`src/hsw_regs.vh`:
```
`ifndef HSW_REGS_VH
`define HSW_REGS_VH
// ==========================================================================
// Register indices of the command port.
`define HSW_ADDR_MODE      4'h0
`define HSW_ADDR_TCL       4'h1
`define HSW_ADDR_TCQ       4'h2
`define HSW_ADDR_GAIN      4'h3
`define HSW_ADDR_QOFS      4'h4
`define HSW_ADDR_LOW       4'h5
`define HSW_ADDR_HIGH      4'h6
`define HSW_ADDR_LOCK      4'h7
`define HSW_ADDR_SAMPLE    4'h8
`define HSW_ADDR_TRIM_OSC  4'h9
`define HSW_ADDR_TRIM_ADC  4'hA
`define HSW_ADDR_TRIM_SPC  4'hB
`define HSW_NV_LAST        4'hB
// ==========================================================================
// Field positions and widths.
`define HSW_RANGE_LSB      0
`define HSW_RANGE_MSB      2
`define HSW_FILT_LSB       3
`define HSW_FILT_MSB       5
`define HSW_MODE_W         6
`define HSW_COEF_W         8
`define HSW_GAIN_W         14
`define HSW_QOFS_W         11
`define HSW_LVL_W          12
`define HSW_SAMPLE_W       14
`define HSW_TRIM_W         8
`define HSW_DATA_W         16
// Gain of one is 2048, so the product is scaled down by 11 bits.
`define HSW_GAIN_FRAC      11
// ==========================================================================
// Reset values of the working registers, before the load from storage.
`define HSW_RST_MODE       6'h00
`define HSW_RST_GAIN       14'h0800
`define HSW_RST_WORD       16'h0000
// ==========================================================================
// Filter codes, filter time constants and clipping spans.
`define HSW_FILT_80        3'h0
`define HSW_FILT_160       3'h1
`define HSW_FILT_500       3'h2
`define HSW_FILT_1K        3'h3
`define HSW_SHIFT_80       4'h7
`define HSW_SHIFT_160      4'h6
`define HSW_SHIFT_500      4'h4
`define HSW_SHIFT_1K       4'h3
`define HSW_SHIFT_2K       4'h2
`define HSW_MIN_80         -16'sd3968
`define HSW_MAX_80         16'sd3967
`define HSW_MIN_160        -16'sd1985
`define HSW_MAX_160        16'sd1985
`define HSW_MIN_500        -16'sd5292
`define HSW_MAX_500        16'sd5290
`define HSW_MIN_1K         -16'sd2646
`define HSW_MAX_1K         16'sd2645
`define HSW_MIN_2K         -16'sd1512
`define HSW_MAX_2K         16'sd1511
// ==========================================================================
// Answer timing: cycles of ref_clk per answered bit.
`define HSW_ANS_BIT_CYC    16'd50
`define HSW_ANS_BITS       5'd16
`endif

```
`src/hsw_dsp.v`:
```
// Notes on behaviour
// - Output goes low above upper threshold, high below lower threshold.
// - Processed signal is filtered sample times gain plus quiescent offset.
// - Quiescent offset equals the processed signal at zero sample.
// - Gain one adds a full supply span per 2048 sample counts.
// - Gain is signed, minus four to just under plus four, step 1/2048.
// - Low three configuration bits select the field range.
// - Range codes map 0,4,5,1,6,2,7,3 to 30..150 mT.
// - High three configuration bits select the low-pass corner.
// - Filter codes 0 to 4 give 80 Hz up to 2 kHz.
// - Filtered sample is clipped to a span set by the filter code.
// - North pole gives positive samples, south pole negative ones.
// - Readable sample is taken after the filter, before gain and offset.
// - A set lock refuses programming forever and is never cleared.
// - Unlocked, commands are decoded and executed, and reads are answered on the pin.
// - Normal switching output is suspended during a command exchange.
// - Factory trim registers read back but reject user writes.
// - Lower and upper thresholds are stored and writable parameters.
// - A newly set lock acts only after the next power cycle.
// - Readable filtered sample is 14 bits wide.
`timescale 1ns/1ps
`include "hsw_regs.vh"

module hsw_dsp #(
   parameter ANS_BIT_CYC = `HSW_ANS_BIT_CYC
) (
   input  wire                          ref_clk,        // Oscillator clock.
   input  wire                          rst_b,          // Power-on reset.
   input  wire signed [`HSW_SAMPLE_W-1:0] adc_sample,   // Converter word.
   input  wire                          adc_valid,      // New word strobe.
   input  wire                          comm_active,    // Exchange running.
   input  wire                          cmd_valid,      // Command strobe.
   input  wire                          cmd_write,      // One for a write.
   input  wire [3:0]                    cmd_addr,       // Register index.
   input  wire [`HSW_DATA_W-1:0]        cmd_wdata,      // Write data.
   output reg  [2:0]                    range_sel,      // Field range code.
   output reg  [7:0]                    range_mt,       // Range in mT.
   output reg  [`HSW_COEF_W-1:0]        tc_lin,         // Linear coeff.
   output reg  [`HSW_COEF_W-1:0]        tc_quad,        // Quadratic coeff.
   output reg  [`HSW_TRIM_W-1:0]        trim_osc,       // Oscillator trim.
   output reg  [`HSW_TRIM_W-1:0]        trim_adc,       // Converter trim.
   output reg  [`HSW_TRIM_W-1:0]        trim_spc,       // Special trim.
   output reg                           out_level,      // Output pin level.
   output wire                          ans_busy,       // Answer shifting.
   output wire                          loaded,         // Load finished.
   output reg                           lock_active     // Lock in force.
);

   // =======================================================================
   // State machine and storage.
   localparam [2:0] ST_LOAD = 3'b001;
   localparam [2:0] ST_RUN  = 3'b010;
   localparam [2:0] ST_ANS  = 3'b100;

   reg [2:0]                    state_q;
   reg [3:0]                    load_idx_q;
   reg [`HSW_DATA_W-1:0]        nv_mem [0:`HSW_NV_LAST];
   reg [`HSW_MODE_W-1:0]        mode_q;
   reg signed [`HSW_GAIN_W-1:0] gain_q;
   reg signed [`HSW_QOFS_W-1:0] qofs_q;
   reg [`HSW_LVL_W-1:0]         low_q;
   reg [`HSW_LVL_W-1:0]         high_q;
   reg signed [`HSW_SAMPLE_W-1:0] filt_q;
   reg signed [18:0]            signal_q;
   reg                          sw_q;
   reg [`HSW_DATA_W-1:0]        ans_shift_q;
   reg [4:0]                    ans_cnt_q;
   reg [15:0]                   ans_tmr_q;
   integer                      i;

   // Storage starts blank; it has no reset because it outlives power.
   initial begin
      for (i = 0; i <= `HSW_NV_LAST; i = i + 1) begin
         nv_mem[i] = `HSW_RST_WORD;
      end
   end

   // Status flags decode straight from the one-hot state register.
   // Keeping them combinational means the programmer sees the answer
   // phase in the same cycle the sequencer enters it.
   assign ans_busy = state_q[2];
   assign loaded   = ~state_q[0];

   wire [2:0] filt_sel = mode_q[`HSW_FILT_MSB:`HSW_FILT_LSB];
   // A command is only taken in the run state, so anything arriving while
   // storage loads or an answer shifts out is dropped without trace.
   wire cmd_take = state_q[1] & cmd_valid & ~lock_active;
   wire nv_wr = cmd_take & cmd_write;

   // =======================================================================
   // Field range code and its span, fed to the analog front end.
   always @* begin
      range_sel = mode_q[`HSW_RANGE_MSB:`HSW_RANGE_LSB];
      case (range_sel)
         3'h0:    range_mt = 8'h1E;
         3'h4:    range_mt = 8'h28;
         3'h5:    range_mt = 8'h3C;
         3'h1:    range_mt = 8'h4B;
         3'h6:    range_mt = 8'h50;
         3'h2:    range_mt = 8'h5A;
         3'h7:    range_mt = 8'h64;
         default: range_mt = 8'h96;
      endcase
   end

   // =======================================================================
   // Low-pass filter, a first-order recursion y += (x - y) >> k.
   // Codes above 4 are undefined and fall back to the 2 kHz setting.
   reg [3:0]         f_shift;
   reg signed [15:0] f_min;
   reg signed [15:0] f_max;
   always @* begin
      case (filt_sel)
         `HSW_FILT_80: begin
            f_shift = `HSW_SHIFT_80;
            f_min   = `HSW_MIN_80;
            f_max   = `HSW_MAX_80;
         end
         `HSW_FILT_160: begin
            f_shift = `HSW_SHIFT_160;
            f_min   = `HSW_MIN_160;
            f_max   = `HSW_MAX_160;
         end
         `HSW_FILT_500: begin
            f_shift = `HSW_SHIFT_500;
            f_min   = `HSW_MIN_500;
            f_max   = `HSW_MAX_500;
         end
         `HSW_FILT_1K: begin
            f_shift = `HSW_SHIFT_1K;
            f_min   = `HSW_MIN_1K;
            f_max   = `HSW_MAX_1K;
         end
         default: begin
            f_shift = `HSW_SHIFT_2K;
            f_min   = `HSW_MIN_2K;
            f_max   = `HSW_MAX_2K;
         end
      endcase
   end

   // The sign of the converter word is kept, north positive.
   wire signed [15:0] f_diff = {{2{adc_sample[13]}}, adc_sample}
                             - {{2{filt_q[13]}}, filt_q};
   wire signed [15:0] f_step = f_diff >>> f_shift;
   wire signed [15:0] f_sum  = {{2{filt_q[13]}}, filt_q} + f_step;
   reg signed [15:0]  f_clip;
   always @* begin
      if (f_sum > f_max) begin
         f_clip = f_max;
      end else if (f_sum < f_min) begin
         f_clip = f_min;
      end else begin
         f_clip = f_sum;
      end
   end

   always @(posedge ref_clk or negedge rst_b) begin
      if (!rst_b) begin
         filt_q <= 14'h0000;
      end else if (adc_valid) begin
         filt_q <= f_clip[13:0];
      end
   end

   // =======================================================================
   // Scaling: signal in steps of a 2048th of the supply span.
   // The offset counts in 1024ths, hence the doubling.
   wire signed [27:0] prod   = gain_q * filt_q;
   wire signed [16:0] scaled = prod[27:11];
   wire signed [18:0] sig_d  = {{2{scaled[16]}}, scaled}
                             + {{7{qofs_q[10]}}, qofs_q, 1'b0};
   // The sum keeps two spare bits, so extreme gain and offset settings
   // cannot wrap around and flip the comparator decision.

   always @(posedge ref_clk or negedge rst_b) begin
      if (!rst_b) begin
         signal_q <= 19'h00000;
      end else begin
         signal_q <= sig_d;
      end
   end

   // =======================================================================
   // Hysteresis comparator; low means switched on.
   // The thresholds are unsigned, so a negative signal always lies below
   // the lower threshold and releases the switch.
   // The comparator is held off until the load has filled the thresholds.
   wire signed [18:0] hi_s = {7'h00, high_q};
   wire signed [18:0] lo_s = {7'h00, low_q};
   always @(posedge ref_clk or negedge rst_b) begin
      if (!rst_b) begin
         sw_q <= 1'b1;
      end else if (!state_q[0]) begin
         if (signal_q > hi_s) begin
            sw_q <= 1'b0;
         end else if (signal_q < lo_s) begin
            sw_q <= 1'b1;
         end
      end
   end

   // =======================================================================
   // Main sequencer: load from storage, run, answer a read.
   reg [`HSW_DATA_W-1:0] rd_word;
   always @* begin
      case (cmd_addr)
         `HSW_ADDR_MODE:     rd_word = {10'h000, mode_q};
         `HSW_ADDR_TCL:      rd_word = {8'h00, tc_lin};
         `HSW_ADDR_TCQ:      rd_word = {8'h00, tc_quad};
         `HSW_ADDR_GAIN:     rd_word = {{2{gain_q[13]}}, gain_q};
         `HSW_ADDR_QOFS:     rd_word = {{5{qofs_q[10]}}, qofs_q};
         `HSW_ADDR_LOW:      rd_word = {4'h0, low_q};
         `HSW_ADDR_HIGH:     rd_word = {4'h0, high_q};
         `HSW_ADDR_LOCK:     rd_word = nv_mem[`HSW_ADDR_LOCK];
         `HSW_ADDR_SAMPLE:   rd_word = {{2{filt_q[13]}}, filt_q};
         `HSW_ADDR_TRIM_OSC: rd_word = {8'h00, trim_osc};
         `HSW_ADDR_TRIM_ADC: rd_word = {8'h00, trim_adc};
         `HSW_ADDR_TRIM_SPC: rd_word = {8'h00, trim_spc};
         default:            rd_word = `HSW_RST_WORD;
      endcase
   end

   // Storage write; trims, the sample and unmapped indices are refused.
   // The lock word can only gain its bit, never lose it.
   always @(posedge ref_clk) begin
      if (nv_wr) begin
         if (cmd_addr == `HSW_ADDR_LOCK) begin
            nv_mem[cmd_addr] <= {15'h0000,
                                 nv_mem[cmd_addr][0] | cmd_wdata[0]};
         end else if (cmd_addr < `HSW_ADDR_LOCK) begin
            nv_mem[cmd_addr] <= cmd_wdata;
         end
      end
   end

   wire [`HSW_DATA_W-1:0] ld_word = nv_mem[load_idx_q];
   wire wr_reg = nv_wr & (cmd_addr < `HSW_ADDR_LOCK);

   always @(posedge ref_clk or negedge rst_b) begin
      if (!rst_b) begin
         state_q     <= ST_LOAD;
         load_idx_q  <= 4'h0;
         mode_q      <= `HSW_RST_MODE;
         tc_lin      <= 8'h00;
         tc_quad     <= 8'h00;
         gain_q      <= `HSW_RST_GAIN;
         qofs_q      <= 11'h000;
         low_q       <= 12'h000;
         high_q      <= 12'h000;
         trim_osc    <= 8'h00;
         trim_adc    <= 8'h00;
         trim_spc    <= 8'h00;
         lock_active <= 1'b0;
         ans_shift_q <= `HSW_RST_WORD;
         ans_cnt_q   <= 5'h00;
         ans_tmr_q   <= 16'h0000;
      end else begin
         case (state_q)
            ST_LOAD: begin
               load_idx_q <= load_idx_q + 4'h1;
               case (load_idx_q)
                  `HSW_ADDR_MODE:     mode_q   <= ld_word[5:0];
                  `HSW_ADDR_TCL:      tc_lin   <= ld_word[7:0];
                  `HSW_ADDR_TCQ:      tc_quad  <= ld_word[7:0];
                  `HSW_ADDR_GAIN:     gain_q   <= ld_word[13:0];
                  `HSW_ADDR_QOFS:     qofs_q   <= ld_word[10:0];
                  `HSW_ADDR_LOW:      low_q    <= ld_word[11:0];
                  `HSW_ADDR_HIGH:     high_q   <= ld_word[11:0];
                  `HSW_ADDR_LOCK:     lock_active <= ld_word[0];
                  `HSW_ADDR_TRIM_OSC: trim_osc <= ld_word[7:0];
                  `HSW_ADDR_TRIM_ADC: trim_adc <= ld_word[7:0];
                  `HSW_ADDR_TRIM_SPC: trim_spc <= ld_word[7:0];
                  default:            trim_spc <= trim_spc;
               endcase
               if (load_idx_q == `HSW_NV_LAST) begin
                  state_q <= ST_RUN;
               end
            end
            ST_RUN: begin
               // Writes below the lock index act at once on the working copy too.
               if (wr_reg) begin
                  case (cmd_addr)
                     `HSW_ADDR_MODE: mode_q  <= cmd_wdata[5:0];
                     `HSW_ADDR_TCL:  tc_lin  <= cmd_wdata[7:0];
                     `HSW_ADDR_TCQ:  tc_quad <= cmd_wdata[7:0];
                     `HSW_ADDR_GAIN: gain_q  <= cmd_wdata[13:0];
                     `HSW_ADDR_QOFS: qofs_q  <= cmd_wdata[10:0];
                     `HSW_ADDR_LOW:  low_q   <= cmd_wdata[11:0];
                     default:        high_q  <= cmd_wdata[11:0];
                  endcase
               end
               if (cmd_take & ~cmd_write) begin
                  ans_shift_q <= rd_word;
                  ans_cnt_q   <= `HSW_ANS_BITS;
                  ans_tmr_q   <= ANS_BIT_CYC[15:0] - 16'h0001;
                  state_q     <= ST_ANS;
               end
            end
            ST_ANS: begin
               // Bits go out MSB first, ANS_BIT_CYC cycles each.
               // The word is frozen at the take, so later writes or filter
               // updates cannot tear a reply in progress.
               if (ans_tmr_q != 16'h0000) begin
                  ans_tmr_q <= ans_tmr_q - 16'h0001;
               end else if (ans_cnt_q == 5'h01) begin
                  ans_cnt_q <= 5'h00;
                  state_q   <= ST_RUN;
               end else begin
                  ans_cnt_q   <= ans_cnt_q - 5'h01;
                  ans_shift_q <= {ans_shift_q[14:0], 1'b0};
                  ans_tmr_q   <= ANS_BIT_CYC[15:0] - 16'h0001;
               end
            end
            default: begin
               state_q <= ST_LOAD;
            end
         endcase
      end
   end

   // =======================================================================
   // Output pin: answer bits during a reply, idle high while an exchange
   // runs or storage loads, otherwise the comparator.
   // Parking the pin high keeps the programmer from mistaking a switch
   // event for answer data.
   always @(posedge ref_clk or negedge rst_b) begin
      if (!rst_b) begin
         out_level <= 1'b1;
      end else if (state_q[2]) begin
         out_level <= ans_shift_q[15];
      end else if (comm_active | state_q[0]) begin
         out_level <= 1'b1;
      end else begin
         out_level <= sw_q;
      end
   end

endmodule

```
`config.mk`:
```
export PLATFORM = sky130hd
export DESIGN_NAME = hsw_dsp
export DESIGN_NICKNAME = d
export VERILOG_FILES = /design/src/hsw_dsp.v
export VERILOG_INCLUDE_DIRS = /design/src
export SDC_FILE = /design/constraint.sdc
export NUM_CORES = 1
export LEC_CHECK = 0
export BUFFER_PORTS_ARGS = -buffer_cell sky130_fd_sc_hd__buf_2
export CAP_MARGIN = 20
export CORE_MARGIN = 2
export CORE_UTILIZATION = 50
export CTS_BUF_LIST = sky130_fd_sc_hd__clkbuf_4 sky130_fd_sc_hd__clkbuf_8
export DETAILED_ROUTE_END_ITERATION = 6
export PLACE_DENSITY_LB_ADDON = 0.08
export SLEW_MARGIN = 20
export SYNTH_ARGS = -nofsm -noshare
export SYNTH_HDL_FRONTEND = slang
export SYNTH_SLANG_ARGS = --single-unit
```
`constraint.sdc`:
```
create_clock -name ref_clk -period 9.8 [get_ports ref_clk]
set_clock_uncertainty 0.05 [all_clocks]
set_input_delay 2.94 -clock ref_clk [delete_from_list [all_inputs] [get_ports ref_clk]]
set_output_delay 2.94 -clock ref_clk [all_outputs]
set_load 0.02 [all_outputs]
```
==> metrics.md, run 1 <==
| Metric | Value |
|---|---|
| Result of the run | `finished clean` |
| Final-stage net count | `roughly 3000` |
| Post-synth top area cell | `sky130_fd_sc_hd__edfxtp_1` |
| CTS H-tree depth | `2` |
| R2R depth | `33` |
| Transition time at the pin with the least slew margin | `about 1.2 ns` |
| Register cell area after layout | `just over 9000 um2` |
| Final max-slew violation count | `0` |
| Critical Path Most Common Cell | `sky130_fd_sc_hd__o21ai_0` |
| Utilization after layout | `55.68%` |
| Most frequent standard cell in the layout excluding fill and tap cells | `sky130_fd_sc_hd__inv_1` |
| CP endpoint kind | `flop` |
| Total iterations of the first detailed-routing run | `6` |
| Required time of the worst setup path | `just over 10 ns` |
| Die Y | `~230 um` |
| Final period demand of the worst path | `around 9 ns` |
| Syn Area/Cell | `~11 um2` |
| Number of cells traversed by the worst hold path | `2` |
| Area of the multi-input gates | `between 10000 and 15000 um2` |
| Antenna fix cells | `0` |
| HPWL after DPL | `between 50000 and 60000 um` |
| Tightest Hold Check Type | `flop to flop` |
| Count of fill cells added during filler insertion | `4539` |
| Number of vias per cell | `between 5 and 6` |
| Clock Sinks | `330` |
| Leading cell types by total area after synthesis | `sky130_fd_sc_hd__edfxtp_1, sky130_fd_sc_hd__dfrtp_1, sky130_fd_sc_hd__fa_1` |
| Synthesis-stage register bit count | `330` |
| Crit Path Max Fanout | `9` |
| Signal arrival time at the worst endpoint | `roughly 9.5 ns` |
| Number of enable flip-flop cells after synthesis | `156` |
| Area growth, synth to finish | `10.27%` |
| Placer's final routability congestion estimate | `roughly 0.9` |
| Unrepaired setup endpoints after global routing | `no` |
| Starting DRT DRC Count | `approximately 1600` |
| Drt wl/cell | `~22 um` |
| Post-synthesis sequential area ratio | `between 30% and 40%` |
| Synthesized area | `around 25000 um2` |
| Clock tree root buffer cell | `sky130_fd_sc_hd__clkbuf_8` |
| Netlist cell types | `92` |
| CTS Buf Count | `55` |
| Synthesized netlist cell count | `~2400` |
| Number of ports placed on the die boundary | `95` |
| Starting density of the core | `a little over 50%` |
| Reported max-cap violation count | `0` |
| First-pass GRT wire length | `about 110000 um` |
| Leading cell types in the layout, fill and taps excluded | `sky130_fd_sc_hd__inv_1, sky130_fd_sc_hd__nand2_1, sky130_fd_sc_hd__fa_1` |
| Number of global-route vias before repair | `roughly 19000` |
| Floorplan die area | `between 50000 and 60000 um2` |
| Core ar. | `50070 um2` |
| Largest net degree at the start of global routing | `67` |
| Setup bufs post-CTS | `0` |
| Area share of the largest cell type after synthesis | `a little under a fifth` |
| Final ANT Viol Nets | `0` |
| Global-route usage over all layers | `around 27%` |
| Clk Latency, worst-skew pair | `0.67 ns` |
| CTS Hold Bufs | `0` |
| Share of synthesized flip-flops with an asynchronous set or reset | `52.73%` |
| Final number of hold-violating endpoints | `0` |
| DIE WIDTH | `between 200 and 250 um` |
| Dominant register cell in the synthesized netlist | `sky130_fd_sc_hd__dfrtp_1` |
| Ys Warns | `0` |
| Crit share post-route | `between 90% and 100%` |
| Antenna violations before repair | `2` |
| Setup violations, final | `0` |
| Accumulated negative setup slack | `0 ns` |
| Cell with the largest stage delay on the worst path | `sky130_fd_sc_hd__a211oi_2` |
| DRC viols | `0` |
| Crit path kind | `input port to flop` |
| Std cell rows | `between 80 and 90` |
| Number of buffers inserted by port buffering | `between 90 and 100` |
| Maximum clock path buffer count | `3` |
| WL final | `around 70000 um` |
| Total number of vias | `~19000` |
| Layout cell share with drive strength beyond 1 | `between 10% and 20%` |
| Tightest slew margin relative to the limit | `21.64%` |
| CTS tree | `done` |
| Count of cells resized by post-cts repair | `0` |
| Clock transition at path regs | `~0.07 ns` |
| Total grt overflow | `0` |
| Max Freq | `between 0.1 and 0.15 GHz` |
| Biggest cell delay along the critical path | `roughly 0.44 ns` |
| Type of origin of the critical path | `input port` |
[worst max-delay path, delay by kind of cell]
kind / cells / cell delay (ns)
mux: 1 / 0.30
simple gates: 6 / 0.54
compound gates: 14 / 3.88
xor+xnor: 1 / 0.33
fa+ha+maj: 4 / 1.16
buf+inv: 3 / 0.35
[cell families after synthesis]
logic type | Yosys count | share of synthesized area, %
other | 1 | 0.01483
AND/OR/NAND/NOR | 652 | 12.51
adder cells (fa/ha/maj) | 364 | 23.87
buffers and inverters | 402 | 6.246
flip-flops | 330 | 35.77
multiplexers | 142 | 7.973
XOR/XNOR | 77 | 2.668
AO/OA/AOI/OAI | 405 | 10.95
[stage by stage]
| step | cells | setup slack, ns | cell area [um2] | hold WS (ns) |
|---|---|---|---|---|
| floorplan | 2420 | 1.428 | 25460 | 0.3891 |
| global placement | 3124 | 0.4806 | 26670 | 0.4024 |
| detailed placement | 3124 | 0.3614 | 26670 | 0.4155 |
| CTS | 3228 | 1.034 | 27870 | 0.4305 |
| global route | 3228 | 0.4234 | 27880 | 0.4725 |
| finish | 3228 | 0.7885 | 27880 | 0.4298 |
[state kept, by name (all words and copies together) (netlist names)]
signal,flops
tc_lin,8
trim_spc,8
low_q,12
load_idx_q,4
trim_osc,8
high_q,12
signal_q,18
mode_q,6
ans_cnt_q,5
state_q,3
gain_q,14
tc_quad,8
nv_mem,156
ans_tmr_q,16
ans_shift_q,16
lock_active,1
sw_q,1
qofs_q,11
filt_q,14
trim_adc,8
out_level,1
[cells in the mapped netlist (4+ instances only)]
cell / number
sky130_fd_sc_hd__a22o_1: 11
sky130_fd_sc_hd__nor2b_1: 18
sky130_fd_sc_hd__clkbuf_1: 72
sky130_fd_sc_hd__buf_1: 7
sky130_fd_sc_hd__mux4_2: 40
sky130_fd_sc_hd__buf_2: 12
sky130_fd_sc_hd__a21oi_1: 113
sky130_fd_sc_hd__xnor2_1: 60
sky130_fd_sc_hd__o21a_1: 17
sky130_fd_sc_hd__nor2_1: 146
sky130_fd_sc_hd__a21o_1: 28
sky130_fd_sc_hd__a31oi_1: 14
sky130_fd_sc_hd__and3_1: 5
sky130_fd_sc_hd__mux2_2: 75
sky130_fd_sc_hd__o21bai_1: 4
sky130_fd_sc_hd__a22oi_1: 24
sky130_fd_sc_hd__edfxtp_1: 156
sky130_fd_sc_hd__o211ai_1: 6
sky130_fd_sc_hd__mux2i_1: 27
sky130_fd_sc_hd__o22ai_1: 6
sky130_fd_sc_hd__fa_1: 197
sky130_fd_sc_hd__a211o_1: 4
sky130_fd_sc_hd__xor2_1: 17
sky130_fd_sc_hd__dfrtp_1: 170
sky130_fd_sc_hd__ha_1: 167
sky130_fd_sc_hd__o2111ai_1: 4
sky130_fd_sc_hd__nand2_1: 216
sky130_fd_sc_hd__a222oi_1: 9
sky130_fd_sc_hd__nand4_1: 8
sky130_fd_sc_hd__nor4_1: 13
sky130_fd_sc_hd__o21ai_0: 79
sky130_fd_sc_hd__a221oi_1: 16
sky130_fd_sc_hd__a211oi_1: 10
sky130_fd_sc_hd__o31ai_1: 8
sky130_fd_sc_hd__inv_1: 305
sky130_fd_sc_hd__and2_1: 122
sky130_fd_sc_hd__or3_1: 10
sky130_fd_sc_hd__o41ai_1: 4
sky130_fd_sc_hd__nand2b_1: 20
sky130_fd_sc_hd__dfstp_2: 4
sky130_fd_sc_hd__nor3_1: 40
sky130_fd_sc_hd__nand3_1: 28
[cell type report]
class / count / area share, %
clock buffers: 81 / 3.685
clock inverters: 23 / 0.6373
inverters: 305 / 4.107
multi-input cells: 1688 / 53.45
flip-flops and latches: 330 / 32.45
well taps: 672 / 3.016
repair buffers: 129 / 2.653
[final timing paths]
path                                start              to  slack (ns)
max                         adc_sample[0]       filt_q[5]        0.79
min                        ans_shift_q[0]  ans_shift_q[0]        0.43
max reg2reg                     filt_q[3]    signal_q[15]        1.45
min reg2reg                ans_shift_q[0]  ans_shift_q[0]        0.43
max in group asynchronous           rst_b       tc_lin[4]        6.27
min in group asynchronous           rst_b    ans_cnt_q[3]        2.16
[layer usage]
layer  routed length (um)  part of all wire (%)  global-route usage, %  vias up
li1                     -                     -                      -     8381
met1                32100                    46                  40.61     9513
met2                32260                    46                  43.28      619
met3                 4597                   6.5                  3.643       94
met4                 1292                   1.8                  6.128        2
met5                   13                 0.019                      0        -
Power of run 1 is left out: the tool's default activity adds up to more than one toggle a clock period on the data nets, which glitch-free logic cannot reach.
==> run 2: changes to the inputs <==
--- a/config.mk
+++ b/config.mk
@@ -8,7 +8,6 @@
 export LEC_CHECK = 0
 export BUFFER_PORTS_ARGS = -buffer_cell sky130_fd_sc_hd__buf_2
 export CAP_MARGIN = 20
-export CORE_MARGIN = 2
 export CORE_UTILIZATION = 50
 export CTS_BUF_LIST = sky130_fd_sc_hd__clkbuf_4 sky130_fd_sc_hd__clkbuf_8
 export DETAILED_ROUTE_END_ITERATION = 6
==> run 2 against run 1 <==
- register-to-register slack about the same
- core utilization about the same
- critical path depth increased by 3
- sequential cell count unchanged
- non-clock buffer count decreased by 3
- via count decreased by 0.45%
- global-route usage increased by 1.2 points
- hold slack improved by 0.00081 ns
- die area decreased by 1.7%
- first-iteration DRC count increased by 6.1%
- setup slack improved by 0.16 ns
- critical endpoint is now filt_q[0]
==> metrics.md, run 2 (synthesis gave the netlist of run 1 again) <==
| Metric | Value |
|---|---|
| Result of the run | `finished clean` |
| Antenna violations before repair | `0 (-2)` |
| Clock tree root buffer cell | `sky130_fd_sc_hd__clkbuf_8` |
| Number of cells traversed by the worst hold path | `2 (unchanged)` |
| Cell with the largest stage delay on the worst path | `sky130_fd_sc_hd__a2111oi_0` |
| HPWL after DPL | `51940 um (+0.42%)` |
| First-pass GRT wire length | `109800 um (-1.1%)` |
| Setup violations, final | `0 (unchanged)` |
| CTS Hold Bufs | `0 (unchanged)` |
| Type of origin of the critical path | `input port` |
| Worst path buffer plus inverter count | `3 (unchanged)` |
| Family of cells with the greatest summed delay on the critical path | `compound AO/OA/AOI/OAI gates` |
| Starting DRT DRC Count | `1740 (+6.1%)` |
| CTS H-tree depth | `2 (unchanged)` |
| Starting density of the core | `50.60% (+0.10 points)` |
| Number of vias per cell | `5.744 (-0.36%)` |
| Tightest Hold Check Type | `flop to flop` |
| Endpoint, Worst Hold | `ans_shift_q[11]` |
| WL final | `70550 um (+0.42%)` |
| Clock Sinks | `330 (unchanged)` |
| Biggest cell delay along the critical path | `0.44 ns (about the same)` |
| Final max-slew violation count | `0 (unchanged)` |
| Register with the highest flop count | `nv_mem` |
| Layout cell share with drive strength beyond 1 | `15.12% (-0.18 points)` |
| Crit Path Max Fanout | `8 (-1)` |
| Global-route usage over all layers | `28.60% (+1.2 points)` |
| Required time of the worst setup path | `10.29 ns (about the same)` |
| Total grt overflow | `0 (unchanged)` |
| Clock transition at path regs | `0.06 ns (about the same)` |
| Number of global-route vias before repair | `18580 (-2.1%)` |
| Tightest slew margin relative to the limit | `27.12% (+5.5 points)` |
| Worst reg2reg setup slack | `1.45 ns (about the same)` |
| Std cell rows | `82 (unchanged)` |
| Clk Latency, worst-skew pair | `0.66 ns (about the same)` |
| Count of cells resized by post-cts repair | `0 (unchanged)` |
| Largest net degree at the start of global routing | `115 (+72%)` |
| Core ar. | `49970 um2 (-0.20%)` |
| Number of buffers inserted by port buffering | `94 (unchanged)` |
| Antenna fix cells | `0 (unchanged)` |
| Utilization after layout | `55.71% (about the same)` |
| Floorplan die area | `51460 um2 (-1.7%)` |
| Area growth, synth to finish | `10.10%` |
| Crit path kind | `input port to flop` |
| Final design area excluding fillers | `27830 um2 (-0.15%)` |
| DIE WIDTH | `226.9 um (-0.87%)` |
| Leading cell types in the layout, fill and taps excluded | `sky130_fd_sc_hd__inv_1, sky130_fd_sc_hd__nand2_1, sky130_fd_sc_hd__fa_1` |
| Register cell area after layout | `9046 um2 (unchanged)` |
| Max Freq | `0.1129 GHz (+1.8%)` |
| Total number of vias | `18530 (-0.45%)` |
| Total iterations of the first detailed-routing run | `6 (unchanged)` |
| Area of the multi-input gates | `14910 um2 (about the same)` |
| Final number of hold-violating endpoints | `0 (unchanged)` |
| Number of ports placed on the die boundary | `95 (unchanged)` |
| Placement Setup Slack | `0.3531 ns (-0.008336 ns)` |
| Transition time at the pin with the least slew margin | `1.089 ns (-0.08493 ns)` |
| Leading registers by flop count | `nv_mem: 156 flops, signal_q: 18 flops` |
| Unrepaired setup endpoints after global routing | `no` |
| Placer's final routability congestion estimate | `0.8938 (-3.0%)` |
| Most frequent standard cell in the layout excluding fill and tap cells | `sky130_fd_sc_hd__inv_1` |
| Largest register FFs | `156 (unchanged)` |
| Count of fill cells added during filler insertion | `4437 (-2.2%)` |
| Setup bufs post-CTS | `0 (unchanged)` |
| Final ANT Viol Nets | `0 (unchanged)` |
| Accumulated negative setup slack | `0 ns (unchanged)` |
| Reported max-cap violation count | `0 (unchanged)` |
| Final-stage net count | `2910 (-0.10%)` |
| Final period demand of the worst path | `8.856 ns (-0.1554 ns)` |
| Signal arrival time at the worst endpoint | `9.34 ns (-0.17 ns)` |
| CP endpoint kind | `flop` |
| CTS tree | `done` |
| Crit Reg-Reg Endpoint | `signal_q[16]` |
| Drt wl/cell | `21.88 um (+0.51%)` |
| Start of the worst register-to-register path | `filt_q[2]` |
| Maximum clock path buffer count | `3 (unchanged)` |
| Instance area after placement | `26650 um2 (about the same)` |
| Origin of the worst min-delay path | `ans_shift_q[11]` |
| CTS Buf Count | `55 (unchanged)` |
| DRC viols | `0 (unchanged)` |
| Final worst-path setup slack | `0.9440 ns (+0.1554 ns)` |
| R2R depth | `31 (-6.1%)` |
| Die Y | `226.9 um (-0.87%)` |
| Crit share post-route | `90.37% (-1.6 points)` |
==> run 2: cell count changes in the layout (fill, tap and decap cells not counted), sizes merged <==
cell    change
clkinv      -5
clkbuf      +7
bufinv      -1
buf         -4
==> run 2: final cells by class <==
| cell class | instances | share of cell area [%] |
|---|---|---|
| Clock buffer | 87 | 3.852 |
| Multi-Input combinational cell | 1688 | 53.55 |
| Timing Repair Buffer | 126 | 2.585 |
| Inverter | 305 | 4.113 |
| Clock inverter | 17 | 0.3776 |
| Tap cell | 672 | 3.021 |
| Sequential cell | 330 | 32.50 |
==> run 2: per-layer routing <==
layer  wire length, um  GRT usage, %
met4              1374         6.931
met5                 0             0
met3              5031         5.209
met1             32120         41.72
met2             32030         44.07
==> run 2: through the flow <==
step / instances / hold slack, ns
finish: 3225 / 0.4307
global route: 3225 / 0.4549
CTS: 3225 / 0.4335
detailed placement: 3121 / 0.4187
global placement: 3121 / 0.4022
floorplan: 2420 / 0.3891
==> run 2: tightest hold or removal path, stage by stage (launching register included) <==
cell and delay, ns:
sky130_fd_sc_hd__dfrtp_1 0.34, sky130_fd_sc_hd__nand2_1 0.05, sky130_fd_sc_hd__o21ai_0 0.06
==> run 2: how the worst max path moves through the flow <==
stage / slack [ns] / start / cells past startpoint / endpoint
2_1_floorplan: 1.43 / adc_sample[0] / 27 / filt_q[10]
3_3_place_gp: 0.47 / adc_sample[0] / 32 / filt_q[5]
3_5_place_dp: 0.35 / adc_sample[0] / 32 / filt_q[0]
4_1_cts: 1.05 / adc_sample[0] / 32 / filt_q[0]
5_1_grt: 0.41 / adc_sample[0] / 32 / filt_q[0]
6_report: 0.94 / adc_sample[0] / 32 / filt_q[0]
Power of run 2 is left out for the same reason.
